$ cat src/design/audio_record_pkg.sv
// Constants and carrier types for the two-channel record path.
// Assumes a single 20 MHz ref_clk domain shared by the modulator feed.
// Notes on behaviour
// Both channels are captured together and processed side by side.
// Fixed DC-removal high-pass corner at 0.00025 of the output rate.
// One high-pass coefficient for all channels, no per-channel control.
// High-pass is a first-order recursive section on decimated samples.
// Exactly one output sample per channel per frame-sync period; here a frame with no modulator words gives none.
// Linear-phase or low-latency decimation, choosable only in slave mode.
// Filter type comes from the sampled filter-select strap, no register.
// Master mode always uses linear-phase decimation.
// Linear-phase decimation is the default type.
// Linear-phase filter has symmetric taps, so exact linear phase.
// Linear-phase at 8 kHz family: ripple within 0.05 dB to 0.454 fs.
// Linear-phase 8 kHz: stopband 72.7/81.2 dB, delay about 17.1 samples.
// Linear-phase 16 kHz: stopband 73.3/95.0 dB, delay about 15.7 samples.
// Linear-phase 24 kHz: stopband 73.0/96.4 dB, delay about 16.6 samples.
// Passband scales with the rate, up to 80 kHz at 176.4 kHz and above.
// Quick-charge interval at power-up, default sized for 1 uF couplings.
// Lower grade has no dynamic range enhancer; gain stage is bypassed.
// System straps master-select low for slave, high for master.
// Master mode supports only 44.1 kHz and 48 kHz output rates.
// Filter-select low picks linear phase, high picks low latency in slave.
// High-pass corner tracks the output rate without host programming.
package audio_record_pkg;
  localparam int CLK_HZ = 20_000_000;
  localparam int CLK_PERIOD_NS = 50;
  localparam int MOD_W = 4;
  localparam int SAMPLE_W = 24;
  localparam int ACC_W = 40;
  localparam int CNT_W = 16;
  localparam int DRE_GAIN_W = 3;
  localparam int FIFO_DEPTH_DEF = 32;
  localparam int STRAP_SETTLE = 3;
  localparam int QC_TIME_NS = 20_000_000;
  localparam int QC_DEFAULT_CYCLES = QC_TIME_NS / CLK_PERIOD_NS;
  localparam real HPF_CORNER = 0.00025;
  localparam int HPF_Q = 16;
  localparam int HPF_ALPHA = int'(2.0 * 3.14159265 * HPF_CORNER * (2.0 ** HPF_Q));
  localparam int HPF_W = SAMPLE_W + HPF_Q + 4;
  localparam int MASTER_FS_MIN_HZ = 44_100;
  localparam int MASTER_FS_MAX_HZ = 48_000;
  localparam int MASTER_PERIOD_MIN = CLK_HZ / MASTER_FS_MAX_HZ;
  localparam int MASTER_PERIOD_MAX = (CLK_HZ + MASTER_FS_MIN_HZ - 1) / MASTER_FS_MIN_HZ;

  typedef enum logic [2:0] {
    ST_IDLE = 3'h0,
    ST_NORM = 3'h1,
    ST_FIR = 3'h3,
    ST_HPF = 3'h2,
    ST_PUSH = 3'h6
  } proc_state_t;

  typedef struct packed {
    logic signed [SAMPLE_W-1:0] right;
    logic signed [SAMPLE_W-1:0] left;
  } sample_pair_t;

  typedef struct packed {
    logic signed [MOD_W-1:0] right;
    logic signed [MOD_W-1:0] left;
  } mod_pair_t;
endpackage : audio_record_pkg

$ cat src/design/audio_record_path.sv
// Record path: per-frame decimation, DC-removal high-pass, output FIFO.
// Assumes modulator words arrive on ref_clk; straps and frame_sync are pins.
`timescale 1ns/1ps
`default_nettype none
module audio_record_path
  import audio_record_pkg::*;
#(
  parameter int unsigned QC_CYCLES = QC_DEFAULT_CYCLES,
  parameter bit DRE_PRESENT = 1'b1,
  parameter int FIFO_DEPTH = FIFO_DEPTH_DEF
) (
  // Clock and reset
  input wire logic ref_clk,
  input wire logic resetn,
  // Strap pins
  input wire logic filter_select_strap,
  input wire logic master_select_strap,
  // Frame timing pin
  input wire logic frame_sync,
  // Modulator stream
  input wire logic mod_valid,
  input wire mod_pair_t mod_data,
  input wire logic [DRE_GAIN_W-1:0] dre_gain,
  // Sample output
  output logic out_valid,
  input wire logic out_ready,
  output sample_pair_t out_data,
  // Status
  output logic low_latency_active,
  output logic qc_active,
  output logic overrun,
  output logic master_rate_error
);

  // Smallest k with 2**k >= n; scales the box sum to a mean
  function automatic logic [4:0] ceil_log2(input logic [CNT_W-1:0] n);
    logic [4:0] k;
    k = '0;
    for (int i = 0; i < CNT_W; i++) begin
      if ((32'd1 << i) < 32'(n)) begin
        k = 5'(i + 1);
      end
    end
    return k;
  endfunction : ceil_log2

  function automatic logic signed [SAMPLE_W-1:0] normalize(
    input logic signed [ACC_W-1:0] sum,
    input logic [CNT_W-1:0] n
  );
    logic signed [ACC_W-1:0] scaled;
    scaled = (sum <<< (SAMPLE_W - MOD_W)) >>> ceil_log2(n);
    return scaled[SAMPLE_W-1:0];
  endfunction : normalize

  function automatic logic signed [SAMPLE_W-1:0] saturate(
    input logic signed [HPF_W-1:0] v
  );
    logic signed [HPF_W-1:0] hi;
    logic signed [HPF_W-1:0] lo;
    hi = HPF_W'((1 << (SAMPLE_W - 1)) - 1);
    lo = -hi - HPF_W'(1);
    if (v > hi) begin
      return hi[SAMPLE_W-1:0];
    end else if (v < lo) begin
      return lo[SAMPLE_W-1:0];
    end
    return v[SAMPLE_W-1:0];
  endfunction : saturate

  // Pin synchronisers
  logic fs_meta_reg;
  logic fs_sync_reg;
  logic fs_prev_reg;
  logic [1:0] strap_meta_reg;
  logic [1:0] strap_sync_reg;

  always_ff @(posedge ref_clk or negedge resetn) begin
    if (!resetn) begin
      fs_meta_reg <= 1'b0;
      fs_sync_reg <= 1'b0;
      fs_prev_reg <= 1'b0;
      strap_meta_reg <= '0;
      strap_sync_reg <= '0;
    end else begin
      fs_meta_reg <= frame_sync;
      fs_sync_reg <= fs_meta_reg;
      fs_prev_reg <= fs_sync_reg;
      strap_meta_reg <= {master_select_strap, filter_select_strap};
      strap_sync_reg <= strap_meta_reg;
    end
  end

  // One tick per frame-sync rising edge
  wire frame_tick = fs_sync_reg && !fs_prev_reg;

  // Straps are caught once, after the synchronisers have settled
  logic [1:0] settle_reg;
  logic straps_taken_reg;
  logic master_reg;
  logic fsel_reg;
  wire strap_catch = !straps_taken_reg && (settle_reg == 2'(STRAP_SETTLE));

  always_ff @(posedge ref_clk or negedge resetn) begin
    if (!resetn) begin
      settle_reg <= '0;
      straps_taken_reg <= 1'b0;
      master_reg <= 1'b0;
      fsel_reg <= 1'b0;
    end else begin
      if (!straps_taken_reg && !strap_catch) begin
        settle_reg <= settle_reg + 2'd1;
      end
      if (strap_catch) begin
        straps_taken_reg <= 1'b1;
        master_reg <= strap_sync_reg[1];
        fsel_reg <= strap_sync_reg[0];
      end
    end
  end

  // Low level or master mode keeps linear phase
  wire low_latency = !master_reg && fsel_reg;
  assign low_latency_active = low_latency;

  // Quick-charge window after power-up; samples are discarded meanwhile
  logic [31:0] qc_cnt_reg;
  wire qc_busy = qc_cnt_reg != 32'(QC_CYCLES);
  assign qc_active = qc_busy;

  always_ff @(posedge ref_clk or negedge resetn) begin
    if (!resetn) begin
      qc_cnt_reg <= '0;
    end else if (qc_busy) begin
      qc_cnt_reg <= qc_cnt_reg + 32'd1;
    end
  end

  // Master rate check on the measured frame period
  logic [CNT_W-1:0] period_reg;
  logic rate_err_reg;
  logic seen_frame_reg;
  wire period_bad = (period_reg < CNT_W'(MASTER_PERIOD_MIN))
                 || (period_reg > CNT_W'(MASTER_PERIOD_MAX));
  assign master_rate_error = rate_err_reg;

  always_ff @(posedge ref_clk or negedge resetn) begin
    if (!resetn) begin
      period_reg <= '0;
      rate_err_reg <= 1'b0;
      seen_frame_reg <= 1'b0;
    end else if (frame_tick) begin
      period_reg <= CNT_W'(1);
      seen_frame_reg <= 1'b1;
      rate_err_reg <= master_reg && seen_frame_reg && period_bad;
    end else if (period_reg != '1) begin
      period_reg <= period_reg + CNT_W'(1);
    end
  end

  // Accumulate-and-dump over one frame, both channels in lockstep
  logic signed [1:0][ACC_W-1:0] acc_reg;
  logic signed [1:0][ACC_W-1:0] dump_reg;
  logic [CNT_W-1:0] n_reg;
  logic [CNT_W-1:0] dump_n_reg;
  wire signed [1:0][ACC_W-1:0] mod_ext = {
    ACC_W'(signed'(mod_data.right)), ACC_W'(signed'(mod_data.left))
  };
  wire signed [1:0][ACC_W-1:0] mod_in = mod_valid ? mod_ext : '0;
  wire [CNT_W-1:0] n_in = mod_valid ? CNT_W'(1) : '0;
  wire [CNT_W-1:0] n_sum = (n_reg == '1) ? n_reg : n_reg + n_in;

  always_ff @(posedge ref_clk or negedge resetn) begin
    if (!resetn) begin
      acc_reg <= '0;
      dump_reg <= '0;
      n_reg <= '0;
      dump_n_reg <= '0;
    end else if (frame_tick) begin
      dump_reg <= acc_reg;
      dump_n_reg <= n_reg;
      acc_reg <= mod_in;
      n_reg <= n_in;
    end else begin
      for (int c = 0; c < 2; c++) begin
        acc_reg[c] <= acc_reg[c] + mod_in[c];
      end
      n_reg <= n_sum;
    end
  end

  // Frame hand-off; a tick still pending when the next lands is an overrun
  proc_state_t state_reg;
  proc_state_t state_next;
  logic pending_reg;
  logic fifo_in_ready;
  wire take = (state_reg == ST_IDLE) && pending_reg;
  wire go = take && !qc_busy && (dump_n_reg != '0);
  assign overrun = frame_tick && pending_reg && !take;

  always_ff @(posedge ref_clk or negedge resetn) begin
    if (!resetn) begin
      pending_reg <= 1'b0;
    end else begin
      pending_reg <= frame_tick || (pending_reg && !take);
    end
  end

  always_comb begin
    state_next = state_reg;
    unique case (state_reg)
      ST_IDLE: if (go) state_next = ST_NORM;
      ST_NORM: state_next = ST_FIR;
      ST_FIR: state_next = ST_HPF;
      ST_HPF: state_next = ST_PUSH;
      ST_PUSH: if (fifo_in_ready) state_next = ST_IDLE;
      default: state_next = ST_IDLE;
    endcase
  end

  always_ff @(posedge ref_clk or negedge resetn) begin
    if (!resetn) begin
      state_reg <= ST_IDLE;
    end else begin
      state_reg <= state_next;
    end
  end

  // Frame mean, then symmetric 1-2-1 stage for linear phase
  logic signed [1:0][SAMPLE_W-1:0] x_reg;
  logic signed [1:0][SAMPLE_W-1:0] x1_reg;
  logic signed [1:0][SAMPLE_W-1:0] x2_reg;
  logic signed [1:0][SAMPLE_W-1:0] fir_reg;
  logic signed [1:0][SAMPLE_W-1:0] sym_out;
  logic signed [1:0][SAMPLE_W-1:0] gain_out;

  always_comb begin
    for (int c = 0; c < 2; c++) begin
      // Elements of a packed array are unsigned, so each is made signed before shifting
      sym_out[c] = SAMPLE_W'((signed'(x_reg[c]) >>> 2) + (signed'(x1_reg[c]) >>> 1)
                 + (signed'(x2_reg[c]) >>> 2));
      gain_out[c] = DRE_PRESENT ? SAMPLE_W'(signed'(fir_reg[c]) >>> dre_gain)
                  : fir_reg[c];
    end
  end

  always_ff @(posedge ref_clk or negedge resetn) begin
    if (!resetn) begin
      x_reg <= '0;
      x1_reg <= '0;
      x2_reg <= '0;
      fir_reg <= '0;
    end else begin
      for (int c = 0; c < 2; c++) begin
        if (state_reg == ST_NORM) begin
          x_reg[c] <= normalize(dump_reg[c], dump_n_reg);
        end
        if (state_reg == ST_FIR) begin
          fir_reg[c] <= low_latency ? x_reg[c] : sym_out[c];
          x1_reg[c] <= x_reg[c];
          x2_reg[c] <= x1_reg[c];
        end
      end
    end
  end

  // DC-removal: y += (g - g_prev) - alpha*y, alpha fixed in units of fs
  logic signed [1:0][SAMPLE_W-1:0] g_prev_reg;
  logic signed [1:0][HPF_W-1:0] y_reg;
  logic signed [1:0][HPF_W-1:0] y_next;
  logic signed [1:0][SAMPLE_W-1:0] hp_out;

  always_comb begin
    for (int c = 0; c < 2; c++) begin
      // Sign kept through the difference so falling input steps stay negative
      y_next[c] = HPF_W'(signed'(y_reg[c])
        - HPF_W'((signed'(y_reg[c]) >>> HPF_Q) * HPF_W'(HPF_ALPHA))
        + (HPF_W'(signed'(gain_out[c]) - signed'(g_prev_reg[c])) <<< HPF_Q));
      hp_out[c] = saturate(HPF_W'(signed'(y_next[c]) >>> HPF_Q));
    end
  end

  logic signed [1:0][SAMPLE_W-1:0] hp_reg;

  always_ff @(posedge ref_clk or negedge resetn) begin
    if (!resetn) begin
      g_prev_reg <= '0;
      y_reg <= '0;
      hp_reg <= '0;
    end else if (state_reg == ST_HPF) begin
      g_prev_reg <= gain_out;
      y_reg <= y_next;
      hp_reg <= hp_out;
    end
  end

  // Output FIFO; a full FIFO holds the pipeline in ST_PUSH
  sample_pair_t push_data;
  assign push_data.left = hp_reg[0];
  assign push_data.right = hp_reg[1];

  logic [2*SAMPLE_W-1:0] fifo_out;
  assign out_data = sample_pair_t'(fifo_out);

  sample_fifo #(
    .W(2 * SAMPLE_W),
    .DEPTH(FIFO_DEPTH)
  ) u_fifo (
    .clk(ref_clk),
    .rst_n(resetn),
    .in_valid(state_reg == ST_PUSH),
    .in_ready(fifo_in_ready),
    .in_data(push_data),
    .out_valid(out_valid),
    .out_ready(out_ready),
    .out_data(fifo_out)
  );

endmodule : audio_record_path
`default_nettype wire

$ cat src/design/sample_fifo.sv
// Sample FIFO with registered read data.
// Assumes one clock; source stalls on in_ready, sink on out_ready.
`timescale 1ns/1ps
`default_nettype none
module sample_fifo #(
  parameter int W = 48,
  parameter int DEPTH = 32,
  parameter int AW = $clog2(DEPTH)
) (
  // Clock and reset
  input wire logic clk,
  input wire logic rst_n,
  // Fill side
  input wire logic in_valid,
  output logic in_ready,
  input wire logic [W-1:0] in_data,
  // Drain side
  output logic out_valid,
  input wire logic out_ready,
  output logic [W-1:0] out_data
);
  logic [W-1:0] mem [DEPTH];
  logic [AW-1:0] wr_ptr_reg;
  logic [AW-1:0] rd_ptr_reg;
  logic [AW:0] count_reg;
  logic out_valid_reg;
  logic [W-1:0] out_data_reg;
  wire push = in_valid && in_ready;
  wire load = (count_reg != '0) && (!out_valid_reg || out_ready);
  wire [AW:0] count_next = count_reg + (AW+1)'(push) - (AW+1)'(load);

  assign in_ready = count_reg != (AW+1)'(DEPTH);
  assign out_valid = out_valid_reg;
  assign out_data = out_data_reg;

  // Storage has no reset so it maps onto plain RAM
  always_ff @(posedge clk) begin
    if (push) begin
      mem[wr_ptr_reg] <= in_data;
    end
  end

  always_ff @(posedge clk or negedge rst_n) begin
    if (!rst_n) begin
      wr_ptr_reg <= '0;
      rd_ptr_reg <= '0;
      count_reg <= '0;
      out_valid_reg <= 1'b0;
      out_data_reg <= '0;
    end else begin
      count_reg <= count_next;
      if (push) begin
        wr_ptr_reg <= (wr_ptr_reg == AW'(DEPTH - 1)) ? '0 : wr_ptr_reg + 1'b1;
      end
      if (load) begin
        rd_ptr_reg <= (rd_ptr_reg == AW'(DEPTH - 1)) ? '0 : rd_ptr_reg + 1'b1;
        out_data_reg <= mem[rd_ptr_reg];
        out_valid_reg <= 1'b1;
      end else if (out_ready) begin
        out_valid_reg <= 1'b0;
      end
    end
  end
endmodule : sample_fifo
`default_nettype wire

$ cat config.mk
export PLATFORM = sky130hd
export DESIGN_NAME = audio_record_path
export DESIGN_NICKNAME = d
export VERILOG_FILES = /design/src/design/audio_record_pkg.sv /design/src/design/audio_record_path.sv /design/src/design/sample_fifo.sv
export SDC_FILE = /design/constraint.sdc
export NUM_CORES = 2
export LEC_CHECK = 0
export ABC_AREA = 0
export BUFFER_PORTS_ARGS = -buffer_cell sky130_fd_sc_hd__clkbuf_2
export CORE_ASPECT_RATIO = 1.75
export CORE_MARGIN = 5
export CORE_UTILIZATION = 50
export DETAILED_ROUTE_END_ITERATION = 7
export PLACE_DENSITY_LB_ADDON = 0.12
export SLEW_MARGIN = 0
export SYNTH_ARGS = -nofsm -noshare
export SYNTH_HDL_FRONTEND = slang
export SYNTH_SLANG_ARGS = --single-unit
$ cat constraint.sdc
create_clock -name ref_clk -period 8.11 [get_ports ref_clk]
set_input_delay 1.622 -clock ref_clk [delete_from_list [all_inputs] [get_ports ref_clk]]
set_output_delay 1.622 -clock ref_clk [all_outputs]
set_load 0.02 [all_outputs]
---- After elaboration in Yosys (flattened, before gate mapping) ----
Memory sizes are Yosys's and may differ from the RTL's. A register that Yosys moved wholly into a read port is not among the register bits.
Index checks and enable logic that the tools add are counted.
operators by class
  add/sub/neg operators ................... 20
  multiply operators ...................... 2
  divide/modulo/power cells ............... 0
  order comparisons ....................... 22
  equal/unequal tests ..................... 14
  shift operators ......................... 4
  mux-type cells .......................... 45
  bitwise logic cells ..................... 0
  reduce and logical (&&, ||, !) cells .... 31
operators by type and width
  cell                   count
  $mux 24                8
  $mux 80                2
  $mux 5                 18
  $add 44x41->44         2
  $sub 44x36->44         2
  $add 40x40->40         2
  $sshr 40x5->24         2
  $mul 28x8->36 const B  2
  $mux 16                4
  $gt 28x24->1 const B   2
  $lt 28x24->1 const B   2
  $sub 24x24->25         2
  $add 22x23->24         2
  $add 24x22->24         2
  $sshr 24x3->24         2
  $add 32x1->32 const B  1
  $ne 32x19->1 const B   1
  $add 16x1->16          1
  $add 16x1->16 const B  1
  $eq 16x16->1 const B   1
  $gt 16x9->1 const B    1
  $lt 1x16->1 const A    1
  $lt 10x16->1 const A   1
  $lt 11x16->1 const A   1
  37 further kinds       75
word-level totals
  bits in registers ....................... 611
  latch bits .............................. 0
  memory bits (writable) .................. 1536
  memory bits (read-only) ................. 0
  input bits .............................. 18
  output and inout bits ................... 53
  logic and storage cells ................. 178
  memories ................................ 1
memories
  memory      words  bits a word  read ports  clocked after memory_dff  write ports  RTL line           text
  u_fifo.mem  32     48           1           1                         1            sample_fifo.sv:22  logic [W-1:0] mem [DEPTH];

---- Depth between registers and ports, before layout ----
  depth after elaboration ................. 19
  gate-level depth with buffers ........... 40
  gate-level depth less buffers ........... 35

---- By module ----
From an unflattened synthesis, not the netlist that was laid out.
unflattened totals
  cell total of the unflattened synthesis .. 7749
  area total of the unflattened synthesis .. 107476.8 um^2
modules (own cells, without submodules)
  module             instances  cells each  area an instance (um^2)  seq. area each (um^2)
  sample_fifo        1          2705        61639.1                  47750.8
  audio_record_path  1          5044        45837.7                  13713.2

---- Worst setup path after synthesis ----
OpenSTA, ideal clock, no wires.
  path type ............................... input to register
  start point ............................. input port dre_gain[0]
  end point ............................... register hp_reg[36] in the netlist's numbering
  setup time .............................. 0.138 ns
  arrival time ............................ 9.870 ns
  data required time ...................... 7.972 ns
  slack ................................... -1.898 ns
  stages on the path ...................... 38
  path buffers ............................ 4
  cell sequence ........................... clkbuf_1 -> clkbuf_1 -> clkbuf_1 -> mux2i_1 -> a21oi_1 -> a21oi_1 -> inv_1 -> ha_1 -> nor2b_1 -> o21ai_0 -> a21boi_1 -> o21a_1 -> o21ai_0 -> nand2b_1 -> a221o_1 -> a41o_1 -> o211a_1 -> o21ai_0 -> (+2 left out) -> fa_1 -> ha_1 -> fa_1 -> inv_1 -> ha_1 -> nand2_1 -> nor2_1 -> and2_1 -> nand2_1 -> a2111oi_0 -> a221oi_1 -> o21ai_0 -> a41oi_1 -> xor2_1 -> nor3_1 -> a21oi_1 -> clkbuf_1 -> o22ai_1
RTL lines
  item                  RTL line                  text
  from (decl)           audio_record_path.sv:23   input wire logic [DRE_GAIN_W-1:0] dre_gain,
  to (signal assigned)  audio_record_path.sv:293  hp_reg <= hp_out;
  to (decl)             audio_record_path.sv:283  logic signed [1:0][SAMPLE_W-1:0] hp_reg;

==> metrics <==
root buffer cell=clkbuf_16; H-tree depth=4; GP Congestion=0.8756; Sw Share=28.40%; Worst Hold Slack=348.1 ps; CTS clk-pin slew, worst paths=60 ps; Non-Filler Instances=approximately 11000; GRT overflow=0; max reg flops=1536; Final Hold Viols=0; Max stage delay on crit path=550 ps; Hold Crit Start=fs_meta_reg; CTS tree=built; Slew @ Worst Pin=between 1000 and 1500 ps; Peak Freq=125.8 MHz; cells after synthesis=7647; hold depth=0; number of DRC markers in iteration 0=4398; worst path required time=8800 ps; outcome=completed; Top FF cell, synth=edfxtp_1; Fillers=17083; clk_lat worst skew=860 ps; Slew Limit Fails=0; most frequent CP cell=buf_12; Seq pwr share=44.9%; Hold Crit Endpoint=fs_sync_reg; Max Root-Sink Buffers=4; sequential share of the synthesized area=57.56%; largest net degree at the start of global routing=about 150; Met2 Wirelength=154400 um; Post-Syn Nets=8475; post-synth design cell area=106800 um^2; Final ANT Viol Nets=0; Setup WS post-layout=159.1 ps; Max-Cap Viols=0; most frequent cells in the layout=1536 x edfxtp_1, 980 x nand2_1, 608 x dfrtp_1, 598 x inv_1, 499 x mux4_2; Vias/cell=between 5 and 6; dpl cells=10648; type of origin of the critical path=primary input; Setup Viol. Count Final=0; minimum clock period=around 8000 ps; warning count from the yosys run=0; clock power share=33.2%; Tot GR Track Use=24.39%; Internal Power=19.75 mW; Rel. slew slack=16.71%; Pleak=50.10 nW; metal3 WL=11660 um; CTS Sinks=~2100; first-pass GRT wire length=slightly above 400000 um; Avg WL per Cell=24.82 um; maximum fanout along the worst path=10; flop2flop setup slack=660 ps; Avg Cell Area, Syn=about 14 um^2; Switching Power=7.834 mW; placed instance area=113400 um^2; fin crit share=98.04%; row count=224; num ports=71; synthesized flop and latch total=2149; top routing layer in use=met5; first drt pass iteration count=6; setup tns final=0 ps; Setup crit end kind=flip-flop; initial antenna violation count=5; Design Area, Final=120300 um^2; Initial Utilization=50.20%; I/O Buffers=70; number of synthesized flops with an enable pin=1536; Die Y=621.3 um; power per cell area=229.3 nW/um^2; ys async rst share=between 20 and 30%; WL final=273700 um; area of the core=between 200000 and 250000 um^2; Core Util, Final=56.54%; Critical Path AT=8640 ps; Layout area overhead=12.64%; Synth cell types=90; cell family with most CP delay=compound AO/OA/AOI/OAI gates; die area=223300 um^2; critical path class=in2reg; Comb power frac=21.9%; FF-to-FF End=hp_reg[27]; via count=63282; path depth of the worst reg2reg path=37; DIE WIDTH=359.3 um; Worst R2R Start=fir_reg[28]; total power draw=roughly 28 mW; Worst path slowest cell=fa_1; most common cell after layout, fill and taps aside=edfxtp_1; fraction of layout cells with a size suffix above 1=~18%; Hold Crit Class=reg2reg; buffers plus inverters on the worst setup path=7; RSZ-0062 raised after global routing=true; Layout Skew=between 60 and 70 ps; DRC viols=0; post-DP HPWL=173900 um; vias in the first global route=66492; CTS Buf Count=198; length of routed wiring on met1=95390 um; post-layout net count=8875; placement-stage worst setup slack=-1164 ps; Max IR drop VDD=0.5642 mV
==> power groups by stage <==
| stage | logic, mW | registers [mW] | clock network (mW) |
|---|---|---|---|
| floorplan | 4.33 | 12.4 | 0 |
| detailed placement | 6.07 | 12.6 | 0 |
| CTS | 6.09 | 12.4 | 9.37 |
| finish | 6.04 | 12.4 | 9.15 |
| global route | 6.53 | 12.4 | 9.80 |
| global placement | 6.04 | 12.6 | 0 |
==> synth_stat cells, types with 30 or more instances <==
cell type / instances / area, um^2
o22ai_1: 38 / 237.7
inv_1: 603 / 2263
nor3_1: 62 / 310.3
edfxtp_1: 1536 / 46120
nor2b_1: 53 / 331.6
nand3_1: 69 / 345.3
a31oi_1: 76 / 475.5
fa_1: 349 / 6987
o21ai_0: 337 / 1687
a21o_1: 85 / 638.1
mux4_2: 499 / 11240
mux2i_1: 79 / 790.8
clkbuf_1: 246 / 923.4
nand4_1: 35 / 219.0
or2_2: 30 / 187.7
nand2b_1: 48 / 300.3
a211oi_1: 45 / 337.8
ha_1: 461 / 5768
xnor2_1: 132 / 1156
a21oi_1: 280 / 1401
nor2_1: 385 / 1445
xor2_1: 113 / 989.7
dfrtp_1: 613 / 15340
and3_1: 33 / 206.5
buf_1: 51 / 191.4
nand2_1: 983 / 3690
o21a_1: 43 / 322.8
o21ai_1: 48 / 240.2
==> worst max-delay path by stage <==
stage          slack (ps)  cells after the start          to   startpoint
4_1_cts                20                     36   hp_reg[7]  dre_gain[0]
6_report              160                     34  hp_reg[27]  dre_gain[0]
5_1_grt              -130                     38  hp_reg[10]  dre_gain[1]
2_1_floorplan        -170                     38  hp_reg[37]  dre_gain[0]
3_5_place_dp        -1160                     33  hp_reg[17]  dre_gain[0]
3_3_place_gp        -1100                     33   hp_reg[1]  dre_gain[0]
==> layer usage <==
layer | GRT usage [%] | up-vias
met5 | 0 | -
met4 | 9.389 | 2
met3 | 2.460 | 521
met2 | 47.45 | 1489
met1 | 27.26 | 32782
li1 | - | 28488
==> logic make-up after synthesis <==
kind of cell	Yosys count	share of synthesized area (%)
DFF	2149	57.56
and+or+nand+nor	1796	7.222
AOI/OAI and AO/OA	1117	6.373
buffers and inverters	920	3.282
adders and majority gates	810	11.94
muxes	610	11.61
xor gates and xnor gates	245	2.009
==> final cells by class <==
cell class | instances | area, um^2 | area share, %
Antenna cell | 2 | 5.005 | 0.004161
Clock buffer | 269 | 5494 | 4.568
Clock inverter | 82 | 705.7 | 0.5867
Inverter | 607 | 2282 | 1.897
Multi-Input combinational cell | 4578 | 42710 | 35.51
Sequential cell | 2149 | 61480 | 51.12
Tap cell | 2825 | 3535 | 2.939
Timing Repair Buffer | 513 | 4064 | 3.379
==> repair_timing <==
item | in CTS | in global routing
gates resized for setup | 5 | 79
endpoints found under the setup margin | 47 | 55
cloned | 0 | 6
hold buffers | 0 | 0
setup buffers | 1 | 17
pin swaps | 2 | 45
Power figures use the tool's default switching activity.
